### config.mk
export PLATFORM = sky130hd
export DESIGN_NAME = gpc_pin_cfg_top
export DESIGN_NICKNAME = d
export VERILOG_FILES = /design/src/gpc_pkg.sv /design/src/gpc_reg_if.sv /design/src/gpc_axil_slave.sv /design/src/gpc_pin_cell.sv /design/src/gpc_pin_cfg_top.sv
export SDC_FILE = /design/constraint.sdc
export NUM_CORES = 1
export LEC_CHECK = 0
export ABC_AREA = 1
export BUFFER_PORTS_ARGS = -buffer_cell sky130_fd_sc_hd__clkbuf_2
export CORE_AREA = 2 2 119 121
export DETAILED_ROUTE_END_ITERATION = 10
export DIE_AREA = 0 0 121 123
export PLACE_DENSITY_LB_ADDON = 0.2
export RECOVER_POWER = 100
export SYNTH_ARGS = -nofsm -noshare
export SYNTH_HDL_FRONTEND = slang
export SYNTH_HIERARCHICAL = 1
export SYNTH_SLANG_ARGS = --single-unit
### constraint.sdc
create_clock -name clock -period 2 [get_ports clock]
set_clock_uncertainty 0.05 [all_clocks]
set_input_delay 0.4 -clock clock [delete_from_list [all_inputs] [get_ports clock]]
set_output_delay 0.4 -clock clock [all_outputs]
set_load 0.02 [all_outputs]
### src/gpc_pkg.sv
package gpc_pkg;

    // ------------------------------------------------------------
    // Sizes
    // ------------------------------------------------------------
    localparam int PIN_COUNT = 5;
    localparam int JOY_PINS = 4;
    localparam int KBC_PIN = 4;
    localparam int ADDR_W = 8;
    localparam int DATA_W = 32;

    typedef logic [7:0] gpc_cfg_t;

    // ------------------------------------------------------------
    // Register indices and byte addresses
    // ------------------------------------------------------------
    localparam logic [7:0] IDX_JOY1_X = 8'h27;
    localparam logic [7:0] IDX_JOY1_Y = 8'h28;
    localparam logic [7:0] IDX_JOY2_X = 8'h29;
    localparam logic [7:0] IDX_JOY2_Y = 8'h2A;
    localparam logic [7:0] IDX_KBC_FDD = 8'h2B;
    localparam logic [7:0] IDX_PIN_DATA = 8'h3F;
    localparam logic [7:0] ADDR_JOY1_X = {IDX_JOY1_X[5:0], 2'b00};
    localparam logic [7:0] ADDR_JOY1_Y = {IDX_JOY1_Y[5:0], 2'b00};
    localparam logic [7:0] ADDR_JOY2_X = {IDX_JOY2_X[5:0], 2'b00};
    localparam logic [7:0] ADDR_JOY2_Y = {IDX_JOY2_Y[5:0], 2'b00};
    localparam logic [7:0] ADDR_KBC_FDD = {IDX_KBC_FDD[5:0], 2'b00};
    localparam logic [7:0] ADDR_PIN_DATA = {IDX_PIN_DATA[5:0], 2'b00};
    localparam logic [3:0] SLOT_DATA = 4'h5;
    localparam logic [3:0] SLOT_NONE = 4'hF;

    // ------------------------------------------------------------
    // Configuration fields
    // ------------------------------------------------------------
    localparam gpc_cfg_t CFG_RESET = 8'h01;
    localparam gpc_cfg_t MASK_SINGLE = 8'h87;
    localparam gpc_cfg_t MASK_DUAL = 8'h8F;
    localparam int BIT_DIR = 0;
    localparam int BIT_POL = 1;
    localparam int BIT_ALT = 2;
    localparam int BIT_ODT = 7;
    localparam int ALT_LO = 2;
    localparam int ALT_HI = 3;
    localparam logic [1:0] SEL_GPIO = 2'h0;
    localparam logic [1:0] SEL_KBC = 2'h1;
    localparam logic [1:0] SEL_FDD = 2'h2;
    localparam logic [1:0] SEL_RSVD = 2'h3;
    localparam logic [1:0] RESP_OKAY = 2'h0;
    localparam logic [1:0] RESP_SLVERR = 2'h2;

endpackage : gpc_pkg

### src/gpc_reg_if.sv
`timescale 1ns/1ps

interface gpc_reg_if;
    logic wrEn;
    logic [gpc_pkg::ADDR_W-1:0] wrAddr;
    logic [gpc_pkg::DATA_W-1:0] wrData;
    logic [3:0] wrStrb;
    logic wrHit;
    logic [gpc_pkg::ADDR_W-1:0] rdAddr;
    logic [gpc_pkg::DATA_W-1:0] rdData;
    logic rdHit;

    modport slave (output wrEn, wrAddr, wrData, wrStrb, rdAddr, input wrHit, rdData, rdHit);
    modport regs (input wrEn, wrAddr, wrData, wrStrb, rdAddr, output wrHit, rdData, rdHit);
endinterface : gpc_reg_if

### src/gpc_axil_slave.sv
`timescale 1ns/1ps

module gpc_axil_slave (
    input logic clock,
    input logic sys_rst,
    input logic [gpc_pkg::ADDR_W-1:0] s_axi_awaddr,
    input logic s_axi_awvalid,
    output logic s_axi_awready,
    input logic [gpc_pkg::DATA_W-1:0] s_axi_wdata,
    input logic [3:0] s_axi_wstrb,
    input logic s_axi_wvalid,
    output logic s_axi_wready,
    output logic [1:0] s_axi_bresp,
    output logic s_axi_bvalid,
    input logic s_axi_bready,
    input logic [gpc_pkg::ADDR_W-1:0] s_axi_araddr,
    input logic s_axi_arvalid,
    output logic s_axi_arready,
    output logic [gpc_pkg::DATA_W-1:0] s_axi_rdata,
    output logic [1:0] s_axi_rresp,
    output logic s_axi_rvalid,
    input logic s_axi_rready,
    gpc_reg_if.slave bus
);
    logic awHeld_reg;
    logic wHeld_reg;
    logic rdPend_reg;

    // ------------------------------------------------------------
    // Write channel
    // ------------------------------------------------------------
    // Address and data are held until both are in, then committed once.
    always_ff @(posedge clock) begin
        if (sys_rst) begin
            s_axi_awready <= 1'b1;
            s_axi_wready <= 1'b1;
            s_axi_bvalid <= 1'b0;
            s_axi_bresp <= gpc_pkg::RESP_OKAY;
            awHeld_reg <= 1'b0;
            wHeld_reg <= 1'b0;
            bus.wrEn <= 1'b0;
            bus.wrAddr <= '0;
            bus.wrData <= '0;
            bus.wrStrb <= '0;
        end else begin
            bus.wrEn <= 1'b0;
            if (s_axi_awvalid && s_axi_awready) begin
                bus.wrAddr <= s_axi_awaddr;
                awHeld_reg <= 1'b1;
                s_axi_awready <= 1'b0;
            end
            if (s_axi_wvalid && s_axi_wready) begin
                bus.wrData <= s_axi_wdata;
                bus.wrStrb <= s_axi_wstrb;
                wHeld_reg <= 1'b1;
                s_axi_wready <= 1'b0;
            end
            if (awHeld_reg && wHeld_reg && !s_axi_bvalid) begin
                bus.wrEn <= 1'b1;
                awHeld_reg <= 1'b0;
                wHeld_reg <= 1'b0;
                s_axi_bvalid <= 1'b1;
                s_axi_bresp <= bus.wrHit ? gpc_pkg::RESP_OKAY : gpc_pkg::RESP_SLVERR;
            end
            if (s_axi_bvalid && s_axi_bready) begin
                s_axi_bvalid <= 1'b0;
                s_axi_awready <= 1'b1;
                s_axi_wready <= 1'b1;
            end
        end
    end

    // ------------------------------------------------------------
    // Read channel
    // ------------------------------------------------------------
    always_ff @(posedge clock) begin
        if (sys_rst) begin
            s_axi_arready <= 1'b1;
            s_axi_rvalid <= 1'b0;
            s_axi_rdata <= '0;
            s_axi_rresp <= gpc_pkg::RESP_OKAY;
            rdPend_reg <= 1'b0;
            bus.rdAddr <= '0;
        end else begin
            if (s_axi_arvalid && s_axi_arready) begin
                bus.rdAddr <= s_axi_araddr;
                s_axi_arready <= 1'b0;
                rdPend_reg <= 1'b1;
            end
            if (rdPend_reg) begin
                rdPend_reg <= 1'b0;
                s_axi_rvalid <= 1'b1;
                s_axi_rdata <= bus.rdData;
                s_axi_rresp <= bus.rdHit ? gpc_pkg::RESP_OKAY : gpc_pkg::RESP_SLVERR;
            end
            if (s_axi_rvalid && s_axi_rready) begin
                s_axi_rvalid <= 1'b0;
                s_axi_arready <= 1'b1;
            end
        end
    end
endmodule : gpc_axil_slave

### src/gpc_pin_cell.sv
`timescale 1ns/1ps

module gpc_pin_cell (
    input gpc_pkg::gpc_cfg_t cfg,
    input logic gpioOut,
    input logic altSel,
    input logic altIsOut,
    input logic altOut,
    input logic pinIn,
    output logic padOutNext,
    output logic padOeNext,
    output logic readVal
);
    logic driving;
    logic value;

    always_comb begin
        driving = altSel ? altIsOut : !cfg[gpc_pkg::BIT_DIR];
        value = (altSel ? altOut : gpioOut) ^ cfg[gpc_pkg::BIT_POL];
        readVal = pinIn ^ cfg[gpc_pkg::BIT_POL];
        padOutNext = cfg[gpc_pkg::BIT_ODT] ? 1'b0 : value;
        padOeNext = driving && (cfg[gpc_pkg::BIT_ODT] ? !value : 1'b1);
    end
endmodule : gpc_pin_cell

### src/gpc_pin_cfg_top.sv
// How it works
// - On the GPIO path, config bit 0 high makes the pin an input; low lets it drive.
// - Config bit 1 high inverts the pin's logical value both ways.
// - Config bit 7 high gives open-drain drive, low gives push-pull.
// - Every config register loads 0x01 at reset: input, normal, push-pull, GPIO.
// - Pin 1.4 bit 2 high routes the pin to joystick one X timing.
// - Pin 1.5 bit 2 high routes the pin to joystick one Y timing.
// - Pin 1.6 bit 2 high routes the pin to joystick two X timing.
// - Pin 1.7 bit 2 high routes the pin to joystick two Y timing.
// - Pin 2.0 bits 3:2: 00 GPIO, 01 keyboard port bit, 10 floppy select.
`timescale 1ns/1ps

module gpc_pin_cfg_top (
    input logic clock,
    input logic sys_rst,
    input logic [gpc_pkg::ADDR_W-1:0] s_axi_awaddr,
    input logic s_axi_awvalid,
    output logic s_axi_awready,
    input logic [gpc_pkg::DATA_W-1:0] s_axi_wdata,
    input logic [3:0] s_axi_wstrb,
    input logic s_axi_wvalid,
    output logic s_axi_wready,
    output logic [1:0] s_axi_bresp,
    output logic s_axi_bvalid,
    input logic s_axi_bready,
    input logic [gpc_pkg::ADDR_W-1:0] s_axi_araddr,
    input logic s_axi_arvalid,
    output logic s_axi_arready,
    output logic [gpc_pkg::DATA_W-1:0] s_axi_rdata,
    output logic [1:0] s_axi_rresp,
    output logic s_axi_rvalid,
    input logic s_axi_rready,
    input logic [gpc_pkg::PIN_COUNT-1:0] padIn,
    output logic [gpc_pkg::PIN_COUNT-1:0] padOut,
    output logic [gpc_pkg::PIN_COUNT-1:0] padOe,
    output logic joystickOneXTiming,
    output logic joystickOneYTiming,
    output logic joystickTwoXTiming,
    output logic joystickTwoYTiming,
    output logic kbcPortOneBitSeven,
    input logic kbcPortOneBitSevenDrive,
    input logic floppyDriveSelectOne_n
);
    localparam int PINS = gpc_pkg::PIN_COUNT;

    gpc_pkg::gpc_cfg_t pinCfg_reg [PINS];
    logic [PINS-1:0] dataOut_reg;
    logic [PINS-1:0] padOut_reg;
    logic [PINS-1:0] padOe_reg;
    logic [gpc_pkg::JOY_PINS-1:0] joyTiming_reg;
    logic kbcRead_reg;
    logic [PINS-1:0] padOutNext;
    logic [PINS-1:0] padOeNext;
    logic [PINS-1:0] readVal;
    logic [PINS-1:0] altSel;
    logic [PINS-1:0] altIsOut;
    logic [PINS-1:0] altOut;
    logic [PINS-1:0] polOut;
    logic [PINS-1:0] altPol;
    logic [1:0] dualSel;
    logic [3:0] wrSlot;
    logic [3:0] rdSlot;

    gpc_reg_if regBus ();

    // ------------------------------------------------------------
    // Bus slave
    // ------------------------------------------------------------
    gpc_axil_slave u_slave (
        .clock(clock),
        .sys_rst(sys_rst),
        .s_axi_awaddr(s_axi_awaddr),
        .s_axi_awvalid(s_axi_awvalid),
        .s_axi_awready(s_axi_awready),
        .s_axi_wdata(s_axi_wdata),
        .s_axi_wstrb(s_axi_wstrb),
        .s_axi_wvalid(s_axi_wvalid),
        .s_axi_wready(s_axi_wready),
        .s_axi_bresp(s_axi_bresp),
        .s_axi_bvalid(s_axi_bvalid),
        .s_axi_bready(s_axi_bready),
        .s_axi_araddr(s_axi_araddr),
        .s_axi_arvalid(s_axi_arvalid),
        .s_axi_arready(s_axi_arready),
        .s_axi_rdata(s_axi_rdata),
        .s_axi_rresp(s_axi_rresp),
        .s_axi_rvalid(s_axi_rvalid),
        .s_axi_rready(s_axi_rready),
        .bus(regBus.slave)
    );

    // ------------------------------------------------------------
    // Address decode
    // ------------------------------------------------------------
    // Only aligned word addresses hit; anything else answers with an error.
    function automatic logic [3:0] addrSlot(input logic [gpc_pkg::ADDR_W-1:0] a);
        logic [3:0] s;
        s = gpc_pkg::SLOT_NONE;
        if (a[1:0] == 2'h0) begin
            case (a)
                gpc_pkg::ADDR_JOY1_X: s = 4'h0;
                gpc_pkg::ADDR_JOY1_Y: s = 4'h1;
                gpc_pkg::ADDR_JOY2_X: s = 4'h2;
                gpc_pkg::ADDR_JOY2_Y: s = 4'h3;
                gpc_pkg::ADDR_KBC_FDD: s = 4'h4;
                gpc_pkg::ADDR_PIN_DATA: s = gpc_pkg::SLOT_DATA;
                default: s = gpc_pkg::SLOT_NONE;
            endcase
        end
        return s;
    endfunction : addrSlot

    assign wrSlot = addrSlot(regBus.wrAddr);
    assign rdSlot = addrSlot(regBus.rdAddr);
    assign regBus.wrHit = (wrSlot != gpc_pkg::SLOT_NONE);
    assign regBus.rdHit = (rdSlot != gpc_pkg::SLOT_NONE);

    always_comb begin
        regBus.rdData = '0;
        if (rdSlot < gpc_pkg::SLOT_DATA) begin
            regBus.rdData[7:0] = pinCfg_reg[rdSlot[2:0]];
        end else if (rdSlot == gpc_pkg::SLOT_DATA) begin
            regBus.rdData[PINS-1:0] = readVal;
        end
    end

    // ------------------------------------------------------------
    // Output data register
    // ------------------------------------------------------------
    // Writes set the GPIO output values; reads return the sensed pin values.
    always_ff @(posedge clock) begin
        if (sys_rst) begin
            dataOut_reg <= '0;
        end else if (regBus.wrEn && wrSlot == gpc_pkg::SLOT_DATA && regBus.wrStrb[0]) begin
            dataOut_reg <= regBus.wrData[PINS-1:0];
        end
    end

    assign dualSel = pinCfg_reg[gpc_pkg::KBC_PIN][gpc_pkg::ALT_HI:gpc_pkg::ALT_LO];

    // ------------------------------------------------------------
    // Per-pin configuration and pad logic
    // ------------------------------------------------------------
    for (genvar i = 0; i < PINS; i++) begin : g_pin
        localparam gpc_pkg::gpc_cfg_t MASK =
            (i == gpc_pkg::KBC_PIN) ? gpc_pkg::MASK_DUAL : gpc_pkg::MASK_SINGLE;

        always_ff @(posedge clock) begin
            if (sys_rst) begin
                pinCfg_reg[i] <= gpc_pkg::CFG_RESET;
            end else if (regBus.wrEn && wrSlot == 4'(i) && regBus.wrStrb[0]) begin
                pinCfg_reg[i] <= regBus.wrData[7:0] & MASK;
            end
        end

        if (i < gpc_pkg::JOY_PINS) begin : g_joy
            always_comb begin
                altSel[i] = pinCfg_reg[i][gpc_pkg::BIT_ALT];
                altIsOut[i] = 1'b0;
                altOut[i] = 1'b0;
            end

            always_ff @(posedge clock) begin
                if (sys_rst) begin
                    joyTiming_reg[i] <= 1'b0;
                end else begin
                    joyTiming_reg[i] <= altSel[i] ? readVal[i] : 1'b0;
                end
            end
        end else begin : g_dual
            always_comb begin
                altSel[i] = (dualSel == gpc_pkg::SEL_KBC) || (dualSel == gpc_pkg::SEL_FDD);
                altIsOut[i] = 1'b1;
                altOut[i] = (dualSel == gpc_pkg::SEL_FDD) ? floppyDriveSelectOne_n
                                                          : kbcPortOneBitSevenDrive;
            end
        end

        assign polOut[i] = dataOut_reg[i] ^ pinCfg_reg[i][gpc_pkg::BIT_POL];
        assign altPol[i] = altOut[i] ^ pinCfg_reg[i][gpc_pkg::BIT_POL];

        gpc_pin_cell u_cell (
            .cfg(pinCfg_reg[i]),
            .gpioOut(dataOut_reg[i]),
            .altSel(altSel[i]),
            .altIsOut(altIsOut[i]),
            .altOut(altOut[i]),
            .pinIn(padIn[i]),
            .padOutNext(padOutNext[i]),
            .padOeNext(padOeNext[i]),
            .readVal(readVal[i])
        );
    end

    // ------------------------------------------------------------
    // Registered pin and function outputs
    // ------------------------------------------------------------
    always_ff @(posedge clock) begin
        if (sys_rst) begin
            padOut_reg <= '0;
            padOe_reg <= '0;
        end else begin
            padOut_reg <= padOutNext;
            padOe_reg <= padOeNext;
        end
    end

    always_ff @(posedge clock) begin
        if (sys_rst) begin
            kbcRead_reg <= 1'b1;
        end else begin
            kbcRead_reg <= (dualSel == gpc_pkg::SEL_KBC) ? readVal[gpc_pkg::KBC_PIN] : 1'b1;
        end
    end

    assign padOut = padOut_reg;
    assign padOe = padOe_reg;
    assign joystickOneXTiming = joyTiming_reg[0];
    assign joystickOneYTiming = joyTiming_reg[1];
    assign joystickTwoXTiming = joyTiming_reg[2];
    assign joystickTwoYTiming = joyTiming_reg[3];
    assign kbcPortOneBitSeven = kbcRead_reg;

    for (genvar i = 0; i < PINS; i++) begin : g_chk
        localparam gpc_pkg::gpc_cfg_t MASK =
            (i == gpc_pkg::KBC_PIN) ? gpc_pkg::MASK_DUAL : gpc_pkg::MASK_SINGLE;

        if (i < gpc_pkg::JOY_PINS) begin : g_joy_chk

        end
    end
endmodule : gpc_pin_cfg_top

# Word level (Yosys, flattened, before mapping)
# Memory sizes are Yosys's and may differ from the RTL's.
# Cells that the tools add are included.
[totals]
out_inout_bits = 56
mem_count = 1
ram_bits = 25
rom_bits = 0
input_bits = 66
latch_bits = 0
reg_bits = 66
[mem_list]
columns = ["memory", "depth", "width", "read_ports", "rd_clocked_by_memory_dff", "wr", "line", "source"]
rows = [
  ["pinCfg_reg", 5, 5, 6, 0, 5, "gpc_pin_cfg_top.sv:46", "gpc_pkg::gpc_cfg_t pinCfg_reg [PINS];"],
]
[op_classes]
add_sub_neg = 0
muxes = 49
shifts = 0
n_lt_le_gt_ge = 1
mul = 0
eq_ne = 22
div = 0
n_reduce_logical = 53
bitwise = 20
[ops]
columns = ["cell", "count"]
rows = [
  ["8-bit == test (second input constant)", 12],
  ["4-bit case mux with 6 select lines", 2],
  ["1-bit two-way mux", 35],
  ["5-bit two-way mux", 7],
  ["2-bit OR reduction", 14],
  ["1-bit logical AND", 24],
  ["4-bit by 3-bit == test with 1-bit output (second input constant)", 3],
  ["1-bit zero test", 11],
  ["1-bit XOR", 10],
  ["4-bit by 2-bit == test with 1-bit output (second input constant)", 2],
  ["4-bit two-way mux", 2],
  ["4-bit != test (second input constant)", 2],
  ["1-bit inverter", 5],
  ["1-bit OR", 5],
  ["4-bit by 1-bit == test with 1-bit output (second input constant)", 1],
  ["2-bit zero test", 2],
  ["4-bit zero test", 1],
  ["4-bit by 3-bit less-than comparator with 1-bit output (second input constant)", 1],
  ["2-bit two-way mux", 2],
  ["3-bit two-way mux", 1],
  ["2-bit by 1-bit == test with 1-bit output (second input constant)", 1],
  ["2-bit == test (second input constant)", 1],
  ["1-bit logical OR", 1],
]

# Logic depth before layout (Yosys ltp)
# Gate-level depths: netlist (run 1).
[depth]
ltp_word = 10
depth_mapped = 15
mapped_depth_nobuf = 15

# Modules after synthesis
# The synthesis (run 1) kept the hierarchy.
[by_module_without_submodules]
columns = ["module", "area_per_inst_um2", "cells_per_inst", "n_inst", "seq_area_each_um2"]
rows = [
  ["gpc_axil_slave", 3337.0, 412, 1, 1901.8],
  ["gpc_pin_cfg_top", 2230.9, 284, 1, 1031.0],
  ["gpc_pin_cell", 92.6, 18, 5, 0.0],
]

# Worst setup path before layout (run 1)
# OpenSTA, ideal clock, no wires.
[synth_timing]
kind = "flip-flop to flip-flop"
from = "register u_slave.bus.wrAddr[0]"
to = "memory pinCfg_reg[0][0] (netlist bit) (enable)"
path_buffers = 0
stages_incl_launch_ff = 11
setup_slack_ps = 328
setup_time_ps = 308
arrival_time_ps = 1314
cell_sequence = "dfxtp_1 inv_2 nand2_4 nor2_2 nand2_4 inv_1 nor2_1 inv_2 nor2_1 nand2_1 nand2_1"
[synth_lines]
columns = ["element", "line", "source"]
rows = [
  ["start, declared", "gpc_reg_if.sv:13", "modport slave (output wrEn, wrAddr, wrData, wrStrb, rdAddr, input wrHit, rdData, rdHit);"],
  ["start signal, assigned", "gpc_axil_slave.sv:48", "bus.wrAddr <= s_axi_awaddr;"],
  ["end, declared", "gpc_pin_cfg_top.sv:46", ""],
]

==> impl_metrics.tcl, run 1 <==
set metrics [dict create \
    grt_util_met1_pct 20.7 \
    power.total_mw 4.74 \
    combPwrFrac_pct 11.7 \
    coreArea_sq_um 13600 \
    worstSetupEndpointType "flop" \
    grt_pass1_vias 4040 \
    place_hpwl_um 8670 \
    cts_tree "done" \
    start_util_pct 37.2 \
    place_congestion 0.907 \
    p_per_area_nw_per_um2 798 \
    cp-start-kind "flop" \
    min_period_ps 1830 \
    vias 4244 \
    place_area_sq_um 5720 \
    final_util_pct 43.6 \
    fillCellCount 1394 \
    clock_sinks 107 \
    p_seq_share_pct 50.9 \
    critPathRequiredTime_ps 2010 \
    final_cells 966 \
    leakage_nw 2.66 \
    grt_overflow 0 \
    rsz0062_at_grt "true" \
    grt_util_met2_pct 26.6 \
    syn2layout_area_growth_pct 17.1 \
    holdBufCountCts 0 \
    met3_usage_pct 3.69 \
    pwr-share-clk_pct 37.5 \
    rows 43 \
    postRouteAntennaNets 0 \
    fin_crit_sh_pct 91.7 \
    drc_errors 0 \
    numCtsBuffers 9 \
    root_buffer "clkbuf_16" \
    worst_pin_slew_ps 551 \
    grt_max_degree 33 \
    setup_viol 0 \
    switching_share_pct 27.2 \
    final_nets 850 \
    post-place-ws_ps 134 \
    clock_path_buffers 2 \
    regToRegSetupSlack_ps 170 \
    syn-mean-instance-area_sq_um 7.58 \
    design_area_sq_um 5930 \
    intPower_mw 3.45 \
    die_w_um 121 \
    critPathMaxFanout 6 \
    switchingPower_mw 1.29 \
    seqCellArea_sq_um 2360 \
    viasPerCell 4.39 \
    clk_pin_slew_worst_paths_ps 70 \
    grt_busiest_layer "met2" \
    port-buffer-count 90 \
    critPathMaxStageDelay_ps 460 \
    grt_antenna_before_repair 0 \
    path_common_cell "nand2_1" \
    dieArea_sq_um 14900 \
    path_buf_inv 1 \
    clock.fmax_ghz 0.545 \
    outcome "complete, no violations" \
    dp_cells 951 \
    slew_violations 0 \
    ir_drop_mv 0.416 \
    final_common_cell "nor2_1" \
    die_h_um 123 \
    htree_levels 3 \
    ioPinCount 122 \
    min_path_type "in -> reg" \
    cpMaxStageDelayCell "dfxtp_1" \
    multi_input_area_sq_um 2300 \
    grt_pass1_wl_um 19100 \
    fin_ws_ps 166 \
    crit_arrival_ps 1850 \
    cp_cell_sequence "nand2_1, nor2_1, nand2_4, nand2_2, inv_1, nand3_1, nand2_1, nor2_1, nand2_1, nand2_2" \
    hold_violations 0 \
    track_usage_pct 16.3 \
    drt_iter0_drc 192 \
    drt-pass1-iter-count 4 \
    routed_wl_um 11400 \
    max_cap_violations 0 \
    drive_gt1_share_pct 13.9 \
    routedWlPerCell_um 11.8 \
    diodes 0 \
    final_cell_mix "nor2_1, nand2_1, dfxtp_1" \
    slew_headroom_pct 63.2 \
    critPathKind "reg -> reg" \
    cp_top_family "simple AND/OR/NAND/NOR gates" \
    clock_latency_ps 360 \
    syn_inst 668 \
    largest_reg_flops 32 \
    syn_area_sq_um 5060 \
    yosys_warnings 6 \
]
worst paths after layout:
kind / depth (start not counted) / startpoint / endpoint
hold reg to reg: 2 / u_slave/bus.wrData[4] / dataOut_reg[4]
setup reg to reg: 10 / u_slave/bus.wrAddr[4] / pinCfg_reg[1][1]
hold / removal: 3 / s_axi_rready / u_slave/s_axi_arready
setup / recovery: 10 / u_slave/bus.wrAddr[4] / pinCfg_reg[1][1]
repair_timing:
action | in CTS | in global routing
buffers inserted | 0 | 0
gates resized for setup | 0 | 8
endpoints found under the setup margin | 0 | 17
power groups by stage:
stage	registers [mW]	clock network (mW)	logic [mW]
global placement	2.45	0	0.566
detailed placement	2.46	0	0.580
CTS	2.41	1.82	0.582
finish	2.41	1.77	0.553
global route	2.43	1.90	0.637
floorplan	2.52	0	0.361
metrics by stage:
step	TNS (ps)	hold slack, ps
after detailed placement	0	414
after global placement	0	408
after CTS	0	219
after floorplan	0	394
after global routing	-36.4	243
final	0	228
worst register-to-register path: stages (launching register included):
cell and delay, ps:
dfxtp_1 460, nand2_1 80, nor2_1 170, nand2_4 80
nand2_2 100, inv_1 70, nand3_1 100, nand2_1 80
nor2_1 150, nand2_1 80, nand2_2 110
area by class of cell:
cell class | instances | area share [%]
repair buffers | 94 | 7.13
multi-input cells | 482 | 38.8
flip-flops and latches | 107 | 39.7
clock inverters | 4 | 0.527
well taps | 180 | 3.80
inverters | 88 | 5.59
clock buffers | 11 | 4.45
metal layers:
| metal | share of wire [%] | wire [um] | vias to the layer above |
|---|---|---|---|
| li1 | - | - | 2273 |
| met1 | 47 | 5410 | 1871 |
| met2 | 47 | 5330 | 84 |
| met3 | 3.9 | 441 | 16 |
| met4 | 2.2 | 252 | 0 |
| met5 | 0 | 0 | - |
(Power assumes the default switching activity.)
==> inputs of run 2 (changes only) <==
- BUFFER_PORTS_ARGS: -buffer_cell sky130_fd_sc_hd__clkbuf_2 -> -buffer_cell sky130_fd_sc_hd__buf_2
==> run 2 against run 1 <==
- cell area increased by 0.82%
- sequential power about the same
- routed wire length decreased by 1.3%
- largest cell class unchanged
- fmax increased by 0.62%
- utilization increased by 0.36 points
- sequential cell count unchanged
- power increased by 4.8%
- setup slack improved by 11 ps
- first-iteration DRC count increased by 19%
- worst hold slack improved by 0.54 ps
==> impl_metrics.tcl, run 2 (synthesis results as in run 1) <==
set metrics [dict create \
    drc_errors 0 \
    slew_violations 0 \
    largest_reg_flops 32 \
    path_common_cell "nand2_1" \
    multi_input_area_sq_um 2290 \
    syn2layout_area_growth_pct 18.1 \
    rows 43 \
    hold_violations 0 \
    min_period_ps 1820 \
    die_h_um 123 \
    holdBufCountCts 0 \
    leakage_nw 2.70 \
    rsz0062_at_grt "false" \
    place_congestion 0.901 \
    design_area_sq_um 5980 \
    drt_iter0_drc 228 \
    max_cap_violations 0 \
    clock.fmax_ghz 0.549 \
    routedWlPerCell_um 11.6 \
    grt_pass1_vias 4087 \
    final_nets 853 \
    worst_pin_slew_ps 724 \
    fin_crit_sh_pct 91.1 \
    cp-start-kind "flop" \
    grt_antenna_before_repair 0 \
    power.total_mw 4.96 \
    drive_gt1_share_pct 13.5 \
    final_common_cell "nor2_1" \
    setup_tns_ps 0 \
    routed_wl_um 11300 \
    crit_arrival_ps 1840 \
    track_usage_pct 16.0 \
    htree_levels 3 \
    cp_top_family "simple AND/OR/NAND/NOR gates" \
    ioPinCount 122 \
    port-buffer-count 90 \
    min_path_type "in -> reg" \
    cpMaxStageDelayCell "dfxtp_1" \
    critPathRequiredTime_ps 2010 \
    slew_headroom_pct 51.7 \
    grt_pass1_wl_um 18900 \
    grt_max_degree 33 \
    place_hpwl_um 8590 \
    clock_latency_ps 360 \
    postRouteAntennaNets 0 \
    fillCellCount 1434 \
    dp_cells 951 \
    worstSetupEndpointType "flop" \
    dieArea_sq_um 14900 \
    p_per_area_nw_per_um2 830 \
    coreArea_sq_um 13600 \
    final_cell_mix "nor2_1, nand2_1, dfxtp_1" \
    cts_tree "done" \
    critPathMaxStageDelay_ps 460 \
    root_buffer "clkbuf_16" \
    critPathKind "reg -> reg" \
    final_cells 970 \
    clock_path_buffers 2 \
    path_buf_inv 1 \
    start_util_pct 37.2 \
    place_area_sq_um 5720 \
    numCtsBuffers 9 \
    grt_overflow 0 \
    outcome "complete, no violations" \
    vias 4274 \
    cp_cell_sequence "nand2_1, nor2_1, nand2_4, nand2_2, inv_1, nand3_1, nand2_1, nor2_1, nand2_1, nand2_2" \
    seqCellArea_sq_um 2360 \
    setup_viol 0 \
    viasPerCell 4.41 \
    die_w_um 121 \
    critPathMaxFanout 6 \
    clk_pin_slew_worst_paths_ps 80 \
    diodes 0 \
    ir_drop_mv 0.491 \
    final_util_pct 43.9 \
    drt-pass1-iter-count 4 \
    clock_sinks 107 \
]
## run 2: tightest hold or removal path, cell delays in order
cell and delay (ps):
buf_2 70, nand2_1 60, nand3_1 70
## run 2: final timing paths
kind	end	depth (start not counted)	start	slack (ps)
setup / recovery	pinCfg_reg[1][0]	10	u_slave/bus.wrAddr[4]	180
hold reg to reg	dataOut_reg[4]	2	u_slave/bus.wrData[4]	420
setup reg to reg	pinCfg_reg[1][0]	10	u_slave/bus.wrAddr[4]	180
hold / removal	u_slave/s_axi_arready	3	s_axi_rready	230
## run 2: final cells by class
cell class	instances	area share (%)
Inverter	88	5.65
Tap cell	180	3.77
Clock inverter	5	1.21
Timing Repair Buffer	96	7.05
Sequential cell	107	39.4
Multi-Input combinational cell	483	38.3
Clock buffer	11	4.60
## run 2: power breakdown
group          switching [mW]  internal, mW  total, mW  leakage, nW
logic                   0.378         0.167      0.545         1.62
clock network           0.864          1.15       2.01        0.172
registers              0.0899          2.32       2.41        0.907
## run 2: per-layer routing
| layer | routed length, um | GRT usage (%) | part of all wire (%) |
|---|---|---|---|
| met3 | 478 | 3.09 | 4.2 |
| met2 | 5300 | 27.3 | 47 |
| met1 | 5310 | 19.9 | 47 |
| met5 | 0 | 0 | 0 |
| met4 | 192 | 6.40 | 1.7 |
## run 2: repair_timing
action,CTS,global route
endpoints found under the setup margin,0,16
buffers inserted,0,2
resized for setup,0,9
## run 2: metrics by stage
step           hold slack (ps)  setup slack, ps
6_report                   229              178
3_5_place_dp               402              117
4_1_cts                    214             97.3
3_3_place_gp               406              172
2_1_floorplan              394              328
5_1_grt                    236             8.68
==> inputs of run 3 (changes only) <==
- RECOVER_POWER: 100 -> 25
==> run 3 against run 2 <==
- setup slack got worse by 23 ps
- register-to-register slack lost 20 ps
- fmax down 1.2%
- utilization up 0.63 points
- sequential power about the same
- worst hold slack got worse by 0.96 ps
- count of clock-buffer cells in the layout unchanged
- routed wire length about the same
- critical path type unchanged
- largest cell class unchanged
==> impl_metrics.tcl, run 3 (synthesis results as in run 1) <==
set metrics [dict create \
    numCtsBuffers 9 \
    dp_cells 951 \
    setup_viol 0 \
    die_w_um 121 \
    rsz0062_at_grt "false" \
    drc_errors 0 \
    slew_headroom_pct 51.8 \
    dieArea_sq_um 14900 \
    min_period_ps 1850 \
    place_area_sq_um 5720 \
    leakage_nw 2.91 \
    design_area_sq_um 6070 \
    grt_pass1_vias 4087 \
    cp_cell_sequence "nand2_1, nor2_1, nand2_4, nand2_2, inv_1, nand3_1, nand2_1, nor2_1, nand2_1, nand2_2" \
    final_nets 853 \
    grt_antenna_before_repair 0 \
    critPathMaxFanout 6 \
    regToRegSetupSlack_ps 150 \
    die_h_um 123 \
    path_common_cell "nand2_1" \
    post-place-ws_ps 117 \
    cts_tree "done" \
    port-buffer-count 90 \
    final_cells 970 \
    root_buffer "clkbuf_16" \
    switchingPower_mw 1.33 \
    cp-start-kind "flop" \
    routed_wl_um 11300 \
    max_cap_violations 0 \
    place_congestion 0.901 \
    postRouteAntennaNets 0 \
    grt_pass1_wl_um 18900 \
    grt_overflow 0 \
    viasPerCell 4.41 \
    clock_sinks 107 \
    clock_latency_ps 360 \
    setup_tns_ps 0 \
    fin_crit_sh_pct 92.3 \
    clk_pin_slew_worst_paths_ps 80 \
    ir_drop_mv 0.487 \
    coreArea_sq_um 13600 \
    final_cell_mix "nor2_1, nand2_1, buf_2" \
    min_path_type "in -> reg" \
    grt_max_degree 33 \
    intPower_mw 3.65 \
    fin_ws_ps 155 \
    fillCellCount 1414 \
    critPathMaxStageDelay_ps 460 \
    clock_path_buffers 2 \
    slew_violations 0 \
    p_per_area_nw_per_um2 821 \
    rows 43 \
    hold_violations 0 \
    drive_gt1_share_pct 21.0 \
    clock.fmax_ghz 0.542 \
    critPathKind "reg -> reg" \
    pwr-share-clk_pct 40.3 \
    critPathRequiredTime_ps 2010 \
    place_hpwl_um 8590 \
    p_seq_share_pct 48.3 \
    largest_reg_flops 32 \
    worstSetupEndpointType "flop" \
    switching_share_pct 26.7 \
    drt-pass1-iter-count 4 \
    start_util_pct 37.2 \
    worst_pin_slew_ps 722 \
    ioPinCount 122 \
    combPwrFrac_pct 11.4 \
    final_common_cell "nor2_1" \
    outcome "complete, no violations" \
    cpMaxStageDelayCell "dfxtp_1" \
    syn2layout_area_growth_pct 19.8 \
    crit_arrival_ps 1860 \
    vias 4276 \
    htree_levels 3 \
    drt_iter0_drc 206 \
    routedWlPerCell_um 11.6 \
    diodes 0 \
    track_usage_pct 16.0 \
]
run 3: worst paths after layout:
| check | start | endpoint | cells past startpoint |
|---|---|---|---|
| hold reg to reg | u_slave/s_axi_wready | u_slave/s_axi_wready | 2 |
| setup reg to reg | u_slave/bus.wrAddr[4] | pinCfg_reg[1][4] | 10 |
| setup / recovery | u_slave/bus.wrAddr[4] | pinCfg_reg[1][4] | 10 |
| hold / removal | s_axi_rready | u_slave/s_axi_arready | 3 |
run 3: layout make-up:
cell class / instances / area (sq um) / area share, %
clock inverter: 5 / 72.6 / 1.20
clock buffer: 11 / 275 / 4.54
multi-input combinational: 483 / 2310 / 38.1
timing repair buffer: 96 / 489 / 8.07
sequential: 107 / 2360 / 38.8
tap: 180 / 225 / 3.71
inverter: 88 / 338 / 5.57
run 3: repair_timing:
| action | in CTS | in global routing |
|---|---|---|
| hold buffers | 0 | 0 |
| resized for setup | 0 | 9 |
| endpoints found under the setup margin | 0 | 16 |
| setup buffers | 0 | 2 |
run 3: worst max-delay path, delay by kind of cell (launching register included):
kind	cells	cell delay [ps]
simple gates	9	970
flops	1	460
buf+inv	1	70
run 3: stage by stage:
stage          util (%)  power (mW)  hold WS [ps]
2_1_floorplan         -        2.88           394
5_1_grt            44.6        5.23           236
4_1_cts            44.6        5.06           214
6_report           44.6        4.98           228
3_3_place_gp       42.0        3.02           406
3_5_place_dp       42.0        3.03           402
run 3: power by group through the flow:
stage | Clock [mW] | Sequential, mW | Combinational (mW)
after floorplan | 0 | 2.52 | 0.361
after detailed placement | 0 | 2.46 | 0.579
after CTS | 2.07 | 2.41 | 0.581
after global placement | 0 | 2.45 | 0.567
final | 2.01 | 2.40 | 0.566
after global routing | 2.16 | 2.42 | 0.647
run 3: layer usage:
layer | wire length, um | GRT usage, % | vias to the layer above
met5 | 0 | 0 | -
met4 | 104 | 6.40 | 0
met3 | 498 | 3.09 | 11
met2 | 5350 | 27.3 | 68
met1 | 5320 | 19.9 | 1911
li1 | - | - | 2286
